**src/core/cidr_pkg.sv**
```systemverilog
/*
  cidr_pkg: constants for the core identification register bank.
  Assumes the bank is addressed by a system-coprocessor read encoding
  (primary register, secondary register, second opcode).
*/
package cidr_pkg;
  // register selection encodings (primary, secondary, opcode2)
  localparam logic [3:0] CRN_ID           = 4'h0;
  localparam logic [3:0] CRM_IDENT        = 4'h0;
  localparam logic [3:0] CRM_FEATURE      = 4'h1;
  localparam logic [2:0] OP2_AFFINITY     = 3'h5;
  localparam logic [2:0] OP2_REVISION     = 3'h6;
  localparam logic [2:0] OP2_FEATURE_0    = 3'h0;
  localparam logic [2:0] OP2_FEATURE_1    = 3'h1;
  localparam logic [1:0] OPC1_ID          = 2'h0;

  // affinity register fields
  localparam int         AFF_MP_FORMAT_BIT = 31;
  localparam int         AFF_UNIPROC_BIT   = 30;
  localparam int         AFF_MT_BIT        = 24;
  localparam int         AFF_CLUSTER_LSB   = 8;
  localparam int         AFF_CORE_LSB      = 0;
  localparam logic       AFF_MP_FORMAT     = 1'b1;
  localparam logic       AFF_UNIPROC       = 1'b0;
  localparam logic       AFF_MT            = 1'b0;

  // feature register 0 fields
  localparam logic [3:0] PF0_EXEC_ENV      = 4'h1;
  localparam logic [3:0] PF0_BYTECODE      = 4'h1;
  localparam logic [3:0] PF0_COMPACT       = 4'h3;
  localparam logic [3:0] PF0_FIXED_WIDTH   = 4'h1;
  localparam logic [31:0] PF0_VALUE = {16'h0000, PF0_EXEC_ENV, PF0_BYTECODE, PF0_COMPACT, PF0_FIXED_WIDTH};

  // feature register 1 fields
  localparam logic [3:0] PF1_GEN_TIMER     = 4'h1;
  localparam logic [3:0] PF1_VIRT          = 4'h1;
  localparam logic [3:0] PF1_MCU_MODEL     = 4'h0;
  localparam logic [3:0] PF1_SECURITY      = 4'h1;
  localparam logic [3:0] PF1_PROG_MODEL    = 4'h1;
  localparam logic [31:0] PF1_VALUE = {12'h000, PF1_GEN_TIMER, PF1_VIRT, PF1_MCU_MODEL, PF1_SECURITY, PF1_PROG_MODEL};

  // privilege levels: user is level zero
  localparam logic [1:0] PRIV_LEVEL_ONE    = 2'h1;

  // defaults
  localparam logic [31:0] REVISION_DEFAULT = 32'h0000_0000;
  localparam logic [31:0] READ_ZERO        = 32'h0000_0000;
endpackage

```
**src/core/cidr_affinity.sv**
```systemverilog
/*
  cidr_affinity: builds the affinity word from the cluster number and
  core index. Assumes both inputs are already synchronised and stable.
*/
`timescale 1ns/1ps
`default_nettype none
module cidr_affinity #(
  parameter int CORE_BITS = 2
) (
  // identity inputs
  input  wire logic [3:0]           i_cluster,
  input  wire logic [CORE_BITS-1:0] i_core_index,
  // affinity word
  output var  logic [31:0]          o_affinity
);
  // elaboration check: only a one- or two-bit core index fits bits 1..0
  if (CORE_BITS < 1 || CORE_BITS > 2) begin : gen_bad_core_bits
    $error("core index width must be 1 or 2");
  end

  // all reserved fields tie to zero
  always_comb begin
    o_affinity = cidr_pkg::READ_ZERO;
    o_affinity[cidr_pkg::AFF_MP_FORMAT_BIT] = cidr_pkg::AFF_MP_FORMAT;
    o_affinity[cidr_pkg::AFF_UNIPROC_BIT]   = cidr_pkg::AFF_UNIPROC;
    o_affinity[cidr_pkg::AFF_MT_BIT]        = cidr_pkg::AFF_MT;
    o_affinity[cidr_pkg::AFF_CLUSTER_LSB +: 4] = i_cluster;
    o_affinity[cidr_pkg::AFF_CORE_LSB +: CORE_BITS] = i_core_index;
  end
endmodule
`default_nettype wire

```
**src/core/cidr_bank.sv**
```systemverilog
/*
  cidr_bank: read-only identification and feature register bank of a core.
  Assumes the pipeline presents one coprocessor read per cycle as a pulse
  with its encoding and the current privilege level; the answer comes one
  cycle later. Cluster number and core index are static straps.
*/
`timescale 1ns/1ps
`default_nettype none
module cidr_bank #(
  parameter int          CORE_BITS = 2,
  parameter logic [31:0] REVISION  = cidr_pkg::REVISION_DEFAULT // arbitrary, set per implementation
) (
  // clock and reset
  input  wire logic                 i_clock,
  input  wire logic                 i_arst_n,
  // static straps from pins
  input  wire logic [3:0]           i_cluster_number_input,
  input  wire logic [CORE_BITS-1:0] i_core_index,
  // coprocessor access request
  input  wire logic                 i_req_valid,
  input  wire logic                 i_req_write,
  input  wire logic [1:0]           i_req_opc1,
  input  wire logic [3:0]           i_req_crn,
  input  wire logic [3:0]           i_req_crm,
  input  wire logic [2:0]           i_req_opc2,
  input  wire logic [1:0]           i_req_priv,
  // answer
  output logic                      o_rsp_valid,
  output logic [31:0]               o_rsp_data,
  output logic                      o_rsp_hit,
  output logic                      o_rsp_undef
);
  typedef enum logic [1:0] {
    CIDR_IDLE = 2'b01,
    CIDR_ANSW = 2'b10
  } cidr_state_t;

  typedef struct packed {
    logic [1:0]           rst_sync;
    logic [3:0]           clu_meta;
    logic [3:0]           clu;
    logic [CORE_BITS-1:0] core_meta;
    logic [CORE_BITS-1:0] core;
    cidr_state_t          state;
    logic                 valid;
    logic [31:0]          data;
    logic                 hit;
    logic                 undef;
  } cidr_regs_t;

  // power-on value of every state field; the async branch loads only this constant
  localparam cidr_regs_t REGS_RESET = '{
    rst_sync:  2'h0,
    clu_meta:  4'h0,
    clu:       4'h0,
    core_meta: {CORE_BITS{1'b0}},
    core:      {CORE_BITS{1'b0}},
    state:     CIDR_IDLE,
    valid:     1'b0,
    data:      cidr_pkg::READ_ZERO,
    hit:       1'b0,
    undef:     1'b0
  };

  cidr_regs_t  r_q;
  cidr_regs_t  r_d;
  logic        rst_n;
  logic [31:0] affinity;
  logic        sel_id;
  logic        sel_feat;
  logic        known;
  logic        priv_ok;
  logic [31:0] rd_word;

  // elaboration check: only a one- or two-bit core index fits the affinity word
  if (CORE_BITS < 1 || CORE_BITS > 2) begin : gen_bad_core_bits
    $error("core index width must be 1 or 2");
  end

  // reset release through two flops of the state struct; the rest of the
  // logic only sees this copy, so release always lands clean on the clock
  assign rst_n = r_q.rst_sync[1];

  cidr_affinity #(
    .CORE_BITS (CORE_BITS)
  ) cidr_affinity_inst (
    .i_cluster    (r_q.clu),
    .i_core_index (r_q.core),
    .o_affinity   (affinity)
  );

  // decode the coprocessor encoding
  always_comb begin
    sel_id   = (i_req_opc1 == cidr_pkg::OPC1_ID) && (i_req_crn == cidr_pkg::CRN_ID);
    sel_feat = sel_id && (i_req_crm == cidr_pkg::CRM_FEATURE);
    sel_id   = sel_id && (i_req_crm == cidr_pkg::CRM_IDENT);
    priv_ok  = (i_req_priv >= cidr_pkg::PRIV_LEVEL_ONE);
    known    = 1'b0;
    rd_word  = cidr_pkg::READ_ZERO;
    if (sel_id && i_req_opc2 == cidr_pkg::OP2_AFFINITY) begin
      known   = 1'b1;
      rd_word = affinity;
    end else if (sel_id && i_req_opc2 == cidr_pkg::OP2_REVISION) begin
      known   = 1'b1;
      rd_word = REVISION;
    end else if (sel_feat && i_req_opc2 == cidr_pkg::OP2_FEATURE_0) begin
      known   = 1'b1;
      rd_word = cidr_pkg::PF0_VALUE;
    end else if (sel_feat && i_req_opc2 == cidr_pkg::OP2_FEATURE_1) begin
      known   = 1'b1;
      rd_word = cidr_pkg::PF1_VALUE;
    end
  end

  // next state: sync straps, answer one cycle after each request
  always_comb begin
    r_d          = r_q;
    r_d.rst_sync = {r_q.rst_sync[0], 1'b1};
    r_d.clu_meta = i_cluster_number_input;
    r_d.clu      = r_q.clu_meta;
    r_d.core_meta = i_core_index;
    r_d.core     = r_q.core_meta;
    r_d.valid    = 1'b0;
    r_d.hit      = 1'b0;
    r_d.undef    = 1'b0;
    r_d.data     = cidr_pkg::READ_ZERO;
    r_d.state    = CIDR_IDLE;
    case (r_q.state)
      CIDR_IDLE, CIDR_ANSW: begin
        if (i_req_valid) begin
          r_d.state = CIDR_ANSW;
          r_d.valid = 1'b1;
          // writes and low-privilege reads are refused, nothing stored
          if (known && priv_ok && !i_req_write) begin
            r_d.hit  = 1'b1;
            r_d.data = rd_word;
          end else begin
            r_d.undef = 1'b1;
          end
        end
      end
      default: begin
        r_d.state = CIDR_IDLE;
      end
    endcase
    // until the release has passed both flops everything else stays at reset,
    // so a request held during reset gets no answer before rst_n rises
    if (!rst_n) begin
      r_d          = REGS_RESET;
      r_d.rst_sync = {r_q.rst_sync[0], 1'b1};
    end
  end

  // one register for all state; only the raw pin clears it asynchronously
  always_ff @(posedge i_clock or negedge i_arst_n) begin
    if (!i_arst_n) begin
      r_q <= REGS_RESET;
    end else begin
      r_q <= r_d;
    end
  end

  // outputs come straight from the state flops
  assign o_rsp_valid = r_q.valid;
  assign o_rsp_data  = r_q.data;
  assign o_rsp_hit   = r_q.hit;
  assign o_rsp_undef = r_q.undef;

  // checks
  a_mp_format_bit: assert property (@(posedge i_clock) disable iff (!rst_n)
    o_rsp_hit && $past(i_req_opc2) == cidr_pkg::OP2_AFFINITY && $past(i_req_crm) == cidr_pkg::CRM_IDENT
    |-> o_rsp_data[31:30] == 2'h2) else $error("affinity format bits wrong");
  a_aff_zero_fields: assert property (@(posedge i_clock) disable iff (!rst_n)
    o_rsp_hit && $past(i_req_opc2) == cidr_pkg::OP2_AFFINITY && $past(i_req_crm) == cidr_pkg::CRM_IDENT
    |-> o_rsp_data[29:12] == 18'h00000 && o_rsp_data[7:2] == 6'h00) else $error("affinity reserved not zero");
  a_cluster_field: assert property (@(posedge i_clock) disable iff (!rst_n)
    o_rsp_hit && $past(i_req_opc2) == cidr_pkg::OP2_AFFINITY && $past(i_req_crm) == cidr_pkg::CRM_IDENT
    |-> o_rsp_data[11:8] == $past(r_q.clu)) else $error("cluster field wrong");
  a_core_field: assert property (@(posedge i_clock) disable iff (!rst_n)
    o_rsp_hit && $past(i_req_opc2) == cidr_pkg::OP2_AFFINITY && $past(i_req_crm) == cidr_pkg::CRM_IDENT
    |-> o_rsp_data[CORE_BITS-1:0] == $past(r_q.core)) else $error("core field wrong");
  a_low_priv_refused: assert property (@(posedge i_clock) disable iff (!rst_n)
    i_req_valid && i_req_priv == 2'h0 |=> o_rsp_undef && !o_rsp_hit) else $error("user access not refused");
  a_write_refused: assert property (@(posedge i_clock) disable iff (!rst_n)
    i_req_valid && i_req_write |=> o_rsp_undef && o_rsp_data == 32'h0000_0000) else $error("write accepted");
  a_revision_read: assert property (@(posedge i_clock) disable iff (!rst_n)
    i_req_valid && !i_req_write && i_req_priv != 2'h0 && i_req_opc1 == 2'h0 && i_req_crn == 4'h0
    && i_req_crm == 4'h0 && i_req_opc2 == 3'h6 |=> o_rsp_hit && o_rsp_data == REVISION) else $error("revision wrong");
  a_feature0_read: assert property (@(posedge i_clock) disable iff (!rst_n)
    i_req_valid && !i_req_write && i_req_priv != 2'h0 && i_req_opc1 == 2'h0 && i_req_crn == 4'h0
    && i_req_crm == 4'h1 && i_req_opc2 == 3'h0 |=> o_rsp_data == 32'h0000_1131) else $error("feature 0 wrong");
  a_feature1_read: assert property (@(posedge i_clock) disable iff (!rst_n)
    i_req_valid && !i_req_write && i_req_priv != 2'h0 && i_req_opc1 == 2'h0 && i_req_crn == 4'h0
    && i_req_crm == 4'h1 && i_req_opc2 == 3'h1 |=> o_rsp_data == 32'h0001_1011) else $error("feature 1 wrong");
  a_one_cycle_answer: assert property (@(posedge i_clock) disable iff (!rst_n)
    i_req_valid |=> o_rsp_valid ##1 (o_rsp_valid == $past(i_req_valid))) else $error("answer timing wrong");

  // affinity word, checked in the cycle its answer stands, and the strap flops it reads, checked every cycle
  a_aff_mt_zero: assert property (@(posedge i_clock) disable iff (!rst_n)
    o_rsp_hit && $past(i_req_opc2) == cidr_pkg::OP2_AFFINITY && $past(i_req_crm) == cidr_pkg::CRM_IDENT
    |-> o_rsp_data[24:12] == 13'h0000)
    else $error("affinity multithread field not zero");
  a_cluster_sync: assert property (@(posedge i_clock) disable iff (!rst_n)
    // the affinity word only ever reads the second flop
    r_q.clu == $past(r_q.clu_meta))
    else $error("cluster strap skipped a flop");
  a_core_sync: assert property (@(posedge i_clock) disable iff (!rst_n)
    // same two-flop path for the core index strap
    r_q.core == $past(r_q.core_meta))
    else $error("core index strap skipped a flop");
  a_aff_read_hit: assert property (@(posedge i_clock) disable iff (!rst_n)
    i_req_valid && !i_req_write && i_req_priv != 2'h0 && i_req_opc1 == 2'h0 && i_req_crn == 4'h0
    && i_req_crm == 4'h0 && i_req_opc2 == 3'h5
    |=> o_rsp_hit && o_rsp_data[31] == 1'b1) else $error("affinity read not served");

  // feature words: one field per check, the top field with the reserved bits above it, so a failure names the field
  a_exec_env_field: assert property (@(posedge i_clock) disable iff (!rst_n)
    o_rsp_hit && $past(i_req_crm) == cidr_pkg::CRM_FEATURE && $past(i_req_opc2) == cidr_pkg::OP2_FEATURE_0
    |-> o_rsp_data[31:12] == 20'h00001)
    else $error("feature 0 exec env field wrong");
  a_bytecode_field: assert property (@(posedge i_clock) disable iff (!rst_n)
    o_rsp_hit && $past(i_req_crm) == cidr_pkg::CRM_FEATURE && $past(i_req_opc2) == cidr_pkg::OP2_FEATURE_0
    |-> o_rsp_data[11:8] == 4'h1)
    else $error("feature 0 bytecode field wrong");
  a_compact_field: assert property (@(posedge i_clock) disable iff (!rst_n)
    o_rsp_hit && $past(i_req_crm) == cidr_pkg::CRM_FEATURE && $past(i_req_opc2) == cidr_pkg::OP2_FEATURE_0
    |-> o_rsp_data[7:4] == 4'h3)
    else $error("feature 0 compact field wrong");
  a_fixed_width_field: assert property (@(posedge i_clock) disable iff (!rst_n)
    o_rsp_hit && $past(i_req_crm) == cidr_pkg::CRM_FEATURE && $past(i_req_opc2) == cidr_pkg::OP2_FEATURE_0
    |-> o_rsp_data[3:0] == 4'h1)
    else $error("feature 0 fixed width field wrong");
  a_gen_timer_field: assert property (@(posedge i_clock) disable iff (!rst_n)
    o_rsp_hit && $past(i_req_crm) == cidr_pkg::CRM_FEATURE && $past(i_req_opc2) == cidr_pkg::OP2_FEATURE_1
    |-> o_rsp_data[31:16] == 16'h0001)
    else $error("feature 1 timer field wrong");
  a_virt_field: assert property (@(posedge i_clock) disable iff (!rst_n)
    o_rsp_hit && $past(i_req_crm) == cidr_pkg::CRM_FEATURE && $past(i_req_opc2) == cidr_pkg::OP2_FEATURE_1
    |-> o_rsp_data[15:12] == 4'h1)
    else $error("feature 1 virtualization field wrong");
  a_mcu_model_field: assert property (@(posedge i_clock) disable iff (!rst_n)
    o_rsp_hit && $past(i_req_crm) == cidr_pkg::CRM_FEATURE && $past(i_req_opc2) == cidr_pkg::OP2_FEATURE_1
    |-> o_rsp_data[11:8] == 4'h0)
    else $error("feature 1 microcontroller field wrong");
  a_security_field: assert property (@(posedge i_clock) disable iff (!rst_n)
    o_rsp_hit && $past(i_req_crm) == cidr_pkg::CRM_FEATURE && $past(i_req_opc2) == cidr_pkg::OP2_FEATURE_1
    |-> o_rsp_data[7:4] == 4'h1)
    else $error("feature 1 security field wrong");
  a_prog_model_field: assert property (@(posedge i_clock) disable iff (!rst_n)
    o_rsp_hit && $past(i_req_crm) == cidr_pkg::CRM_FEATURE && $past(i_req_opc2) == cidr_pkg::OP2_FEATURE_1
    |-> o_rsp_data[3:0] == 4'h1)
    else $error("feature 1 programmers model field wrong");

  // answer shape and refusals
  a_hit_excludes_undef: assert property (@(posedge i_clock) disable iff (!rst_n)
    o_rsp_valid
    |-> o_rsp_hit != o_rsp_undef)
    else $error("answer both served and refused");
  a_no_answer_flags: assert property (@(posedge i_clock) disable iff (!rst_n)
    !o_rsp_valid
    |-> !o_rsp_hit && !o_rsp_undef && o_rsp_data == 32'h0000_0000)
    else $error("flags or data without an answer");
  a_refused_data_zero: assert property (@(posedge i_clock) disable iff (!rst_n)
    o_rsp_undef
    |-> o_rsp_data == 32'h0000_0000)
    else $error("refused answer carries data");
  a_idle_quiet: assert property (@(posedge i_clock) disable iff (!rst_n)
    !i_req_valid
    |=> !o_rsp_valid)
    else $error("answer without a request");
  a_answer_has_request: assert property (@(posedge i_clock) disable iff (!rst_n)
    o_rsp_valid
    |-> $past(i_req_valid))
    else $error("answer not one cycle after request");
  a_opc1_refused: assert property (@(posedge i_clock) disable iff (!rst_n)
    i_req_valid && i_req_opc1 != 2'h0
    |=> o_rsp_undef && !o_rsp_hit)
    else $error("foreign first opcode served");
  a_crn_refused: assert property (@(posedge i_clock) disable iff (!rst_n)
    i_req_valid && i_req_crn != 4'h0
    |=> o_rsp_undef && !o_rsp_hit)
    else $error("foreign primary register served");
  a_crm_refused: assert property (@(posedge i_clock) disable iff (!rst_n)
    i_req_valid && i_req_crm > 4'h1
    |=> o_rsp_undef && !o_rsp_hit)
    else $error("foreign secondary register served");
  a_feat_opc2_refused: assert property (@(posedge i_clock) disable iff (!rst_n)
    i_req_valid && i_req_crm == 4'h1 && i_req_opc2 > 3'h1
    |=> o_rsp_undef && !o_rsp_hit)
    else $error("unbuilt feature register served");
  a_ident_opc2_refused: assert property (@(posedge i_clock) disable iff (!rst_n)
    i_req_valid && i_req_crm == 4'h0 && i_req_opc2 != 3'h5 && i_req_opc2 != 3'h6
    |=> o_rsp_undef && !o_rsp_hit)
    else $error("unbuilt identification register served");
  a_write_no_hit: assert property (@(posedge i_clock) disable iff (!rst_n)
    i_req_valid && i_req_write
    |=> !o_rsp_hit)
    else $error("write reported as served");
  a_user_no_data: assert property (@(posedge i_clock) disable iff (!rst_n)
    i_req_valid && i_req_priv == 2'h0
    |=> o_rsp_data == 32'h0000_0000)
    else $error("user level saw register data");
  a_hit_needs_priv: assert property (@(posedge i_clock) disable iff (!rst_n)
    o_rsp_hit
    |-> $past(i_req_priv) != 2'h0)
    else $error("served without privilege");
  a_state_onehot: assert property (@(posedge i_clock) disable iff (!rst_n)
    // a corrupted state code would fall to the default branch and drop answers
    $onehot(r_q.state))
    else $error("state code not one-hot");

  // no answer may escape while the synchroniser still holds reset
  a_quiet_in_reset: assert property (@(posedge i_clock)
    !rst_n
    |-> !o_rsp_valid && !o_rsp_hit && !o_rsp_undef)
    else $error("answer while reset held");

  // scenarios worth seeing in a run
  c_aff_read: cover property (@(posedge i_clock) disable iff (!rst_n)
    o_rsp_hit && o_rsp_data[31]);
  c_refused: cover property (@(posedge i_clock) disable iff (!rst_n) o_rsp_undef);
  c_back_to_back: cover property (@(posedge i_clock) disable iff (!rst_n) o_rsp_hit [*2]);
  c_feature1_read: cover property (@(posedge i_clock) disable iff (!rst_n)
    o_rsp_hit && $past(i_req_crm) == cidr_pkg::CRM_FEATURE && $past(i_req_opc2) == cidr_pkg::OP2_FEATURE_1);
  c_write_refused: cover property (@(posedge i_clock) disable iff (!rst_n)
    o_rsp_undef && $past(i_req_write));
endmodule
`default_nettype wire

```
**config.mk**
```make
export PLATFORM = sky130hd
export DESIGN_NAME = cidr_bank
export DESIGN_NICKNAME = d
export VERILOG_FILES = /design/src/core/cidr_pkg.sv /design/src/core/cidr_affinity.sv /design/src/core/cidr_bank.sv
export SDC_FILE = /design/constraint.sdc
export NUM_CORES = 1
export LEC_CHECK = 0
export BUFFER_PORTS_ARGS = -buffer_cell sky130_fd_sc_hd__buf_4
export CORE_ASPECT_RATIO = 1.75
export CORE_MARGIN = 2
export CORE_UTILIZATION = 43
export CTS_BUF_LIST = sky130_fd_sc_hd__clkbuf_2
export DETAILED_ROUTE_END_ITERATION = 16
export HOLD_SLACK_MARGIN = 0.05
export MAX_ROUTING_LAYER = met4
export PLACE_DENSITY = 0.79
export SLEW_MARGIN = 30
export SYNTH_ARGS = -nofsm -noshare
export SYNTH_HDL_FRONTEND = slang
export SYNTH_SLANG_ARGS = --single-unit
```
**constraint.sdc**
```tcl
create_clock -name i_clock -period 1.44 [get_ports i_clock]
set_clock_uncertainty 0.05 [all_clocks]
set_input_delay 0.36 -clock i_clock [delete_from_list [all_inputs] [get_ports i_clock]]
set_output_delay 0.36 -clock i_clock [all_outputs]
set_load 0.02 [all_outputs]
```
After elaboration in Yosys (flattened, before gate mapping)
Index checks and enable logic that the tools add are counted.
{"block": "classes", "magnitude_cmp": 1, "n_eq_ne": 6, "muxes": 14, "reduce_logical": 15}
{"op": "17-bit 2-to-1 mux", "n": 3}
{"op": "49-bit 2-to-1 mux", "n": 1}
{"op": "37-bit 2-to-1 mux", "n": 1}
{"op": "35-bit 2-to-1 mux", "n": 1}
{"op": "33-bit 2-to-1 mux", "n": 1}
{"op": "32-bit 2-to-1 mux", "n": 1}
{"op": "1-bit logical AND", "n": 9}
{"op": "4-bit logical NOT", "n": 2}
{"op": "3-bit equality test (second input constant)", "n": 2}
{"op": "1-bit 2-to-1 mux", "n": 5}
{"op": "4-bit by 1-bit equality test with 1-bit output (second input constant)", "n": 1}
{"op": "3-bit by 1-bit equality test with 1-bit output (second input constant)", "n": 1}
{"op": "3-bit logical NOT", "n": 1}
{"op": "2-bit by 1-bit equality test with 1-bit output (second input constant)", "n": 1}
{"op": "2-bit equality test (second input constant)", "n": 1}
{"op": "2-bit by 1-bit greater-or-equal comparator with 1-bit output (second input constant)", "n": 1}
{"op": "2-bit logical NOT", "n": 1}
{"op": "2-bit 2-to-1 mux", "n": 1}
{"op": "2-bit OR reduction", "n": 1}
{"op": "1-bit logical NOT", "n": 1}
{"block": "word_totals", "regBits": 51, "input_bits": 25, "out_inout_bits": 35, "wordCells": 46}

Longest topological paths before layout
Gate-level depths: netlist (run 1).
{"block": "logic_depth", "word_depth": 14, "depth_mapped": 4, "depth_no_buf": 3}

Modules after synthesis
From an unflattened synthesis (run 1), not the netlist that was laid out.
{"block": "hier_totals", "cells_unflattened": 221, "area_unflattened_um2": 2496.1}
{"mod": "cidr_bank", "instances": 1, "cells_each": 187, "area_per_inst_um2": 2248.4, "seq_area_each_um2": 1252.5}
{"mod": "cidr_affinity", "instances": 1, "cells_each": 34, "area_per_inst_um2": 247.7, "seq_area_each_um2": 0.0}

Least setup slack after synthesis (run 1)
OpenSTA, ideal clock, no wires.
{"block": "synth_timing", "path_type": "reg2reg", "startpoint": "reg r_q[35] in the netlist's numbering", "endpoint": "reg r_q, in the netlist o_rsp_data[16]", "arrival_ns": 1.204, "path_slack_ns": 0.085, "path_stages_with_launch": 4, "path_buffers": 0, "synth_period_minus_slack_ns": 1.355, "cell_sequence": "dfstp_2 > xor2_1 > nand4b_4 > nor4_1"}
{"element": "start, declared", "line_no": "cidr_bank.sv:65", "source": "cidr_regs_t r_q;"}
{"element": "start signal, assigned", "line_no": "cidr_bank.sv:159", "source": "r_q <= r_d;"}

==> results.json, run 1 <==
{
  "final.min_clock_period_ns": 1.422,
  "r2r-end": "o_rsp_data[5]",
  "power_uw": 1307,
  "rr_worst_depth": 3,
  "root_buffer": "clkbuf_2",
  "reg2reg_from": "r_q[35]",
  "htreeDepth": 1,
  "grt_pass1_vias": 778,
  "final-seq-area_um2": 703.2,
  "dieWidth_um": 45.35,
  "power.density_nw_per_um2": 830.3,
  "synthFlopType": "dfrtp_1",
  "ys_ff_latch": 28,
  "slew_headroom": 0.6635,
  "port-buffer-count": 38,
  "first_pass_iters": 4,
  "post-route-util": 0.5436,
  "synth.most_common_cell": "buf_4",
  "dp_cells": 163,
  "grt_pass1_wl_mm": 3.277,
  "globalRouteOverflowTotal": 0,
  "vias_per_cell": 4.692,
  "ys_warn_count": 0,
  "clk_pin_slew_ns": 0.23,
  "die_h_um": 76.35,
  "stdcell_count": 169,
  "syn-instance-count": 110,
  "routed_wl_mm": 2.067,
  "hold_depth": 2,
  "start_kind": "flip-flop",
  "grtUsageTotal": 0.1273,
  "crit_path_max_fanout": 5,
  "wl_per_cell_um": 12.23,
  "cp.arrival_ns": 1.64,
  "drt_iter0_drc": 7,
  "synth_top_area_frac": 0.5253,
  "rows": 26,
  "syn_area_um2": 1286,
  "area_delta_synth_final_pct": 22.37,
  "finalMaxSlewViolations": 0,
  "drc": 0,
  "drive_gt1_frac": 0.4326,
  "num-nets-final": 167,
  "multi_input_area_um2": 495.5,
  "hold_class": "in -> reg",
  "grt_max_degree": 29,
  "antenna_found_initial": 0,
  "dp_hpwl_mm": 1.458,
  "start_util": 0.4443,
  "fillers": 247,
  "worst_slew_pin_slew_ns": 0.5048,
  "post_cts_buffers": 0,
  "fin_area_um2": 1574,
  "crit_type": "reg -> reg",
  "clock.fmax_mhz": 703.4,
  "rrSetupSlack_ns": 0.02,
  "leakage_uw": 0.0007971,
  "end_kind": "flip-flop",
  "ant_nets": 0,
  "clock_sinks": 28,
  "yosys-top-cells-area": "dfrtp_1 (53%), buf_4 (19%), and2_1 (5.8%)",
  "cts_tree": "yes",
  "ios": 60,
  "grt_setup_unrepaired": "yes",
  "min_to": "o_rsp_data[31]",
  "syn_avg_cell_area_um2": 11.69,
  "ys_types": 25,
  "place_congestion": 0.6697,
  "antenna_cells": 0,
  "placed_area_um2": 1438,
  "clock_latency_ns": 0.33,
  "holdWs_ns": 0.1310,
  "drv_cap": 0,
  "async_flop_share": 1.000,
  "min-delay-start": "i_req_crm[0]",
  "period_share": 0.9873,
  "status": "complete, no violations",
  "synth_top_area_cell": "dfrtp_1",
  "coreArea_um2": 2895,
  "setup_viol": 0,
  "via_count": 793,
  "die-area_um2": 3462,
  "clockBufferDepth": 2,
  "ir_worst_vdd_v": 0.0005801,
  "synth_edf_count": 0,
  "ys_top_cells_by_count": "buf_4 (32), dfrtp_1 (27), and2_1 (12)",
  "cts_inserted_buffers": 3,
  "seq_area_frac_synth": 0.5457,
  "critPathRequiredTime_ns": 1.66,
  "hold_viol_final": 0
}
-- layout make-up --
class,count,area share
clock buffers,3,0.009539
repair buffers,41,0.1995
clock inverters,1,0.002385
flip-flops and latches,28,0.4467
multi-input cells,66,0.3148
well taps,28,0.02226
inverters,2,0.004769
-- flip-flops by register name (all words and copies together), names as in the netlist --
register     flops
o_rsp_data      10
o_rsp_hit        1
o_rsp_undef      1
r_q             16
-- metal layers --
layer | vias up | wire [um] | track usage
met1 | 390 | 627 | 0.1166
li1 | 366 | - | -
met2 | 37 | 1348 | 0.2543
met5 | - | 0 | -
met3 | 0 | 91 | 0.01422
met4 | 0 | 0 | 0.02647
-- how the worst max path moves through the flow --
stage / endpoint / start / cells past startpoint
6_report: o_rsp_data[5] / r_q[35] / 3
5_1_grt: o_rsp_data[5] / r_q[35] / 3
3_3_place_gp: o_rsp_data[16] / i_req_opc1[0] / 5
3_5_place_dp: o_rsp_data[16] / i_req_opc1[0] / 5
2_1_floorplan: o_rsp_data[16] / r_q[35] / 3
4_1_cts: o_rsp_data[1] / r_q[35] / 3
-- critical path: stages, from the launching register on --
cell,delay (ns)
dfstp_2,0.63
xor2_4,0.26
nand4b_4,0.23
nor4_4,0.19
-- through the flow --
stage	setup slack, ns	TNS [ns]
6_report	0.01826	0
5_1_grt	-0.05683	-0.1793
3_5_place_dp	-0.1304	-0.2497
4_1_cts	0.00005551	0
2_1_floorplan	0.08499	0
3_3_place_gp	-0.04275	-0.1093
-- layout by cell type, fill, tap and decap left out --
cell,instances
a211oi_2,1
a2bb2oi_1,2
and2_1,12
and3b_1,1
buf_4,39
buf_6,1
clkbuf_2,3
clkinv_1,1
conb_1,22
dfrtp_1,26
dfrtp_2,1
dfstp_2,1
dlygate4sd3_1,1
inv_1,2
nand2_1,6
nand2b_1,1
nand3_2,1
nand4b_4,2
nor2_1,1
nor2b_1,1
nor3_1,1
nor3_2,6
nor4_1,1
nor4_2,1
nor4_4,3
o2111ai_1,1
o21ba_2,1
xor2_1,1
xor2_4,1
-- kinds of logic after synthesis --
group           Yosys count  share of synthesized area
flops                    28                     0.5457
compound gates            5                    0.03794
other cells               2                   0.005839
simple gates             36                     0.1897
xor+xnor                  2                    0.01362
buf+inv                  37                     0.2072
-- power breakdown --
group | switching (uW) | total [uW] | internal (uW)
clock | 206 | 267 | 60.4
combinational | 127 | 210 | 82.9
sequential | 17.6 | 831 | 813
-- repair_timing --
item	in CTS	in global routing
hold buffers	1	0
setup endpoints to repair	4	11
endpoints found under the hold margin	27	0
gates cloned	1	0
gates resized for setup	4	11
pin swaps	1	6
(Power assumes the default switching activity.)
==> run 2, diff against run 1 <==
--- a/config.mk
+++ b/config.mk
@@ -6,7 +6,7 @@
 export NUM_CORES = 1
 export LEC_CHECK = 0
 export BUFFER_PORTS_ARGS = -buffer_cell sky130_fd_sc_hd__buf_4
-export CORE_ASPECT_RATIO = 1.75
+export CAP_MARGIN = 10
 export CORE_MARGIN = 2
 export CORE_UTILIZATION = 43
 export CTS_BUF_LIST = sky130_fd_sc_hd__clkbuf_2
==> run 2 against run 1 <==
Effect of this change:
- the run now ends with DRC left
- maximum frequency is 0.63% higher
- via count down 0.50%
- setup slack gained 0.0089 ns
- wire length increased by 5.7%
- clock power rose by 3%
- die area decreased by 0.51%
- worst hold slack lost 0.0062 ns
- sequential share of layout area increased by 0.65 points
- critical path type unchanged
- largest cell class unchanged
- largest power group unchanged
==> results.json, run 2 (synthesis results as in run 1) <==
{
  "period_share": 0.9811,
  "holdWs_ns": 0.1248,
  "end_kind": "flip-flop",
  "setup_viol": 0,
  "cts_tree": "yes",
  "port-buffer-count": 38,
  "dieWidth_um": 58.69,
  "rows": 19,
  "clockBufferDepth": 2,
  "layout_commonest_cell": "buf_4",
  "grt_pass1_wl_mm": 3.346,
  "power.density_nw_per_um2": 846.6,
  "violations": "DRC",
  "leakage_uw": 0.0007884,
  "regMostFlops": "r_q",
  "clk_pin_slew_ns": 0.24,
  "largest_reg_flops": 16,
  "fillers": 238,
  "wl_per_cell_um": 12.70,
  "status": "complete, but fails checks",
  "drc": 6,
  "ios": 60,
  "cp.arrival_ns": 1.64,
  "drt_iter0_drc": 23,
  "rrSetupSlack_ns": 0.03,
  "finalMaxSlewViolations": 0,
  "num-nets-final": 167,
  "grtUsageTotal": 0.1327,
  "p_clk_frac": 0.210,
  "dr.max_layer_used": "met3",
  "first_pass_iters": 12,
  "globalRouteOverflowTotal": 0,
  "coreArea_um2": 2805,
  "crit_type": "reg -> reg",
  "dp_hpwl_mm": 1.629,
  "cts_inserted_buffers": 3,
  "die_h_um": 58.69,
  "via_count": 789,
  "htreeDepth": 1,
  "grt_setup_unrepaired": "yes",
  "drt-met1-wl_um": 728,
  "p_int_uw": 969.3,
  "start_kind": "flip-flop",
  "final_cell_mix": "buf_4 (39), dfrtp_1 (26), conb_1 (22)",
  "critPathRequiredTime_ns": 1.66,
  "grt_pass1_vias": 766,
  "routed_wl_mm": 2.184,
  "root_buffer": "clkbuf_2",
  "seqPwrFrac": 0.630,
  "routed-wl-met3_um": 167,
  "antenna_cells": 0,
  "vias_per_cell": 4.587,
  "multi_input_area_um2": 467.9,
  "ant_nets": 0,
  "wl_met2_mm": 1.288,
  "hold_viol_final": 0,
  "drv_cap": 0,
  "grt_max_degree": 29,
  "die-area_um2": 3445,
  "clock_latency_ns": 0.34,
  "clock.fmax_mhz": 707.8,
  "p_switching_uw": 344.2,
  "post-route-util": 0.5531,
  "clock_sinks": 28,
  "hold_class": "in -> reg",
  "antenna_found_initial": 0,
  "start_util": 0.4585,
  "ir_worst_vdd_v": 0.0006334,
  "final.min_clock_period_ns": 1.413,
  "p_sw_frac": 0.2620,
  "final-seq-area_um2": 703.2,
  "area_delta_synth_final_pct": 20.62,
  "drive_gt1_frac": 0.4255,
  "p_comb_frac": 0.160,
  "crit_path_max_fanout": 5,
  "place_congestion": 0.7652
}
## run 2: changes by cell type in the layout (fill, tap and decap cells not counted), sizes merged
cell    before  now
clkbuf       3    4
clkinv       1    0
## run 2: power by group through the flow
| stage | logic [uW] | registers (uW) | clock network (uW) |
|---|---|---|---|
| after CTS | 193 | 822 | 288 |
| after floorplan | 138 | 838 | 0 |
| after global placement | 181 | 834 | 0 |
| after detailed placement | 189 | 834 | 0 |
| after global routing | 231 | 830 | 328 |
| final | 210 | 827 | 276 |
## run 2: worst max-delay path, stage by stage, from the launching register on
cell and delay [ns]:
dfstp_2 0.61, xor2_4 0.25, nand4b_4 0.20, nor4_2 0.25
## run 2: cell type report
cell class                      instances  share of cell area
Multi-Input combinational cell         66              0.3016
Tap cell                               31             0.02500
Inverter                                2            0.004839
Clock buffer                            4             0.01290
Sequential cell                        28              0.4532
Timing Repair Buffer                   41              0.2024
## run 2: what timing repair did
action | 4_1_cts | 5_1_grt
gates cloned | 0 | 1
hold buffers | 1 | 0
endpoints found under the hold margin | 27 | 0
pin swaps | 1 | 3
buffers inserted | 0 | 0
endpoints found under the setup margin | 7 | 12
resized for setup | 1 | 10
## run 2: layer usage
| metal | global-route usage | vias to the layer above |
|---|---|---|
| met1 | 0.1369 | 383 |
| li1 | - | 368 |
| met4 | 0.03247 | 0 |
| met5 | - | - |
| met3 | 0.04176 | 0 |
| met2 | 0.2440 | 38 |
## run 2: worst paths after layout
check	from	end	cells past startpoint
setup / recovery	r_q[35]	o_rsp_data[5]	3
min in group asynchronous	i_arst_n	r_q[43]	2
hold reg to reg	r_q[49]	r_q[50]	0
hold / removal	i_req_crm[0]	o_rsp_data[31]	2
max in group asynchronous	i_arst_n	r_q[35]	2
setup reg to reg	r_q[35]	o_rsp_data[5]	3
## run 2: through the flow
step | cell area, um^2 | cells | setup TNS (ns) | power [uW] | worst slack [ns]
after floorplan | 1361 | 130 | 0 | 976.9 | 0.08499
after global placement | 1441 | 166 | -0.03523 | 1014 | -0.01762
after detailed placement | 1441 | 166 | -1.537 | 1023 | -0.1909
after CTS | 1479 | 171 | 0 | 1303 | 0.005546
after global routing | 1551 | 172 | -0.2162 | 1390 | -0.05695
final | 1551 | 172 | 0 | 1314 | 0.02716
==> run 3, diff against run 2 <==
--- a/config.mk
+++ b/config.mk
@@ -8,12 +8,12 @@
 export BUFFER_PORTS_ARGS = -buffer_cell sky130_fd_sc_hd__buf_4
 export CAP_MARGIN = 10
 export CORE_MARGIN = 2
-export CORE_UTILIZATION = 43
-export CTS_BUF_LIST = sky130_fd_sc_hd__clkbuf_2
+export CORE_UTILIZATION = 41
 export DETAILED_ROUTE_END_ITERATION = 16
+export GPL_TIMING_DRIVEN = 0
 export HOLD_SLACK_MARGIN = 0.05
 export MAX_ROUTING_LAYER = met4
-export PLACE_DENSITY = 0.79
+export PLACE_DENSITY = 0.76
 export SLEW_MARGIN = 30
 export SYNTH_ARGS = -nofsm -noshare
 export SYNTH_HDL_FRONTEND = slang
==> run 3 against run 2 <==
Effect of this change:
- power grew 9.2%
- flip-flop and latch count is the same
- maximum frequency grew 1.4%
- register-to-register slack gained 0.02 ns
- global-route usage shrank 2.0 points
- non-clock buffer count grew 33
- count of clock-buffer cells in the layout is the same
- the run now ends clean
==> results.json, run 3 (synthesis results as in run 1) <==
{
  "via_count": 831,
  "largest_reg_flops": 16,
  "drive_gt1_frac": 0.5115,
  "p_sw_frac": 0.2439,
  "placed_area_um2": 1702,
  "slowest_stage": "dfstp_2",
  "dp_hpwl_mm": 1.497,
  "htreeDepth": 1,
  "grt_max_degree": 29,
  "regMostFlops": "r_q",
  "die_h_um": 60.01,
  "die-area_um2": 3601,
  "drv_cap": 0,
  "slowest_delay_ns": 0.59,
  "post_cts_buffers": 0,
  "start_util": 0.4248,
  "vias_per_cell": 3.812,
  "p_int_uw": 1085,
  "hold_class": "in -> reg",
  "clockBufferDepth": 2,
  "coreArea_um2": 3028,
  "setup_viol": 0,
  "clock_sinks": 28,
  "crit_chain": "xor2_4, nand4b_4, nor3_1",
  "area_delta_synth_final_pct": 41.63,
  "dp_slack_ns": -0.2013,
  "rows": 20,
  "cp_num_buf_inv": 0,
  "ios": 60,
  "fin_area_um2": 1822,
  "antenna_cells": 0,
  "crit_family": "flip-flops",
  "antenna_found_initial": 0,
  "p_switching_uw": 350.0,
  "dieWidth_um": 60.01,
  "p_comb_frac": 0.174,
  "wl_per_cell_um": 9.353,
  "status": "complete, no violations",
  "power.density_nw_per_um2": 787.5,
  "port-buffer-count": 38,
  "final_cell_mix": "buf_4 (68), dfrtp_1 (26), conb_1 (22)",
  "end_kind": "flip-flop",
  "cts_tree": "yes",
  "ant_nets": 0,
  "seqPwrFrac": 0.575,
  "root_buffer": "clkbuf_4",
  "cts_inserted_buffers": 3,
  "start_kind": "flip-flop",
  "finalMaxSlewViolations": 0,
  "crit_path_max_fanout": 5,
  "drt_iter0_drc": 4,
  "clk_pin_slew_ns": 0.14,
  "clock_latency_ns": 0.31,
  "first_pass_iters": 3,
  "setup_ws_ns": 0.04729,
  "hold_viol_final": 0,
  "layout_commonest_cell": "buf_4",
  "grtUsageTotal": 0.1126,
  "drc": 0,
  "place_congestion": 0.7294,
  "grt_setup_unrepaired": "yes",
  "cp.arrival_ns": 1.57,
  "clock.fmax_mhz": 718.0,
  "grt_pass1_vias": 738,
  "globalRouteOverflowTotal": 0,
  "leakage_uw": 0.0009713,
  "ir_worst_vdd_v": 0.0006095,
  "num-nets-final": 200,
  "crit_type": "reg -> reg",
  "critPathRequiredTime_ns": 1.62,
  "p_clk_frac": 0.251,
  "routed_wl_mm": 2.039,
  "period_share": 0.9672,
  "final.min_clock_period_ns": 1.393,
  "grt_pass1_wl_mm": 2.884
}
## run 3: cell count changes in the layout (fill, tap and decap cells not counted), moves of 2 or more
cell / change
clkbuf_2: -4
nor3_2: -2
buf_6: +2
nor3_1: +2
buf_4: +29
clkbuf_4: +3
clkbuf_1: +2
## run 3: layout make-up
cell class                      count  area [um^2]
Buffer                             35        259.0
Clock buffer                        4        36.28
Fill cell                         260         1206
Inverter                            2        7.507
Multi-Input combinational cell     66        457.9
Sequential cell                    28        703.2
Tap cell                           44        55.05
Timing Repair Buffer               39        302.8
## run 3: path summary, 6_finish.rpt
check                        startpoint              to  slack (ns)  depth (start not counted)
hold / removal             i_req_crm[0]  o_rsp_data[31]        0.17                          2
setup / recovery                r_q[35]   o_rsp_data[1]        0.05                          3
setup reg to reg                r_q[35]   o_rsp_data[1]        0.05                          3
min in group asynchronous      i_arst_n         r_q[49]        0.41                          2
max in group asynchronous      i_arst_n         r_q[35]        0.64                          2
hold reg to reg                 r_q[49]         r_q[50]        0.32                          0
## run 3: per-stage QoR
step | power, uW | hold slack [ns] | util | setup TNS [ns] | std cells
floorplan | 976.9 | 0.01441 | - | 0 | 130
global placement | 1057 | 0.2278 | 0.5620 | -0.1121 | 212
detailed placement | 1062 | 0.2356 | 0.5620 | -1.652 | 212
CTS | 1428 | 0.1561 | 0.5798 | 0 | 217
global route | 1510 | 0.1452 | 0.6017 | -0.03327 | 218
finish | 1435 | 0.1683 | 0.6017 | 0 | 218
## run 3: layer usage
metal,GRT usage,part of all wire,vias to the layer above,routed length (um)
met5,-,0,-,0
met3,0.02597,0.055,0,112
li1,-,-,431,-
met4,0.04762,0,0,0
met2,0.2127,0.58,29,1183
met1,0.1069,0.36,371,743
## run 3: power groups by stage
stage	Sequential [uW]	Clock (uW)	Combinational, uW
2_1_floorplan	838	0	138
3_3_place_gp	834	0	223
3_5_place_dp	835	0	228
4_1_cts	821	374	232
5_1_grt	829	407	274
6_report	825	360	250
## run 3: timing repair
action	4_1_cts	5_1_grt
endpoints found under the setup margin	2	5
gates cloned	0	1
resized for setup	1	9
hold endpoints to repair	27	0
pin swaps	1	1
hold buffers	1	0
## run 3: worst register-to-register path: cells and delay by family, from the launching register on
kind	cells	cell delay, ns
XOR/XNOR	1	0.25
flip-flops	1	0.59
AND/OR/NAND/NOR	2	0.41
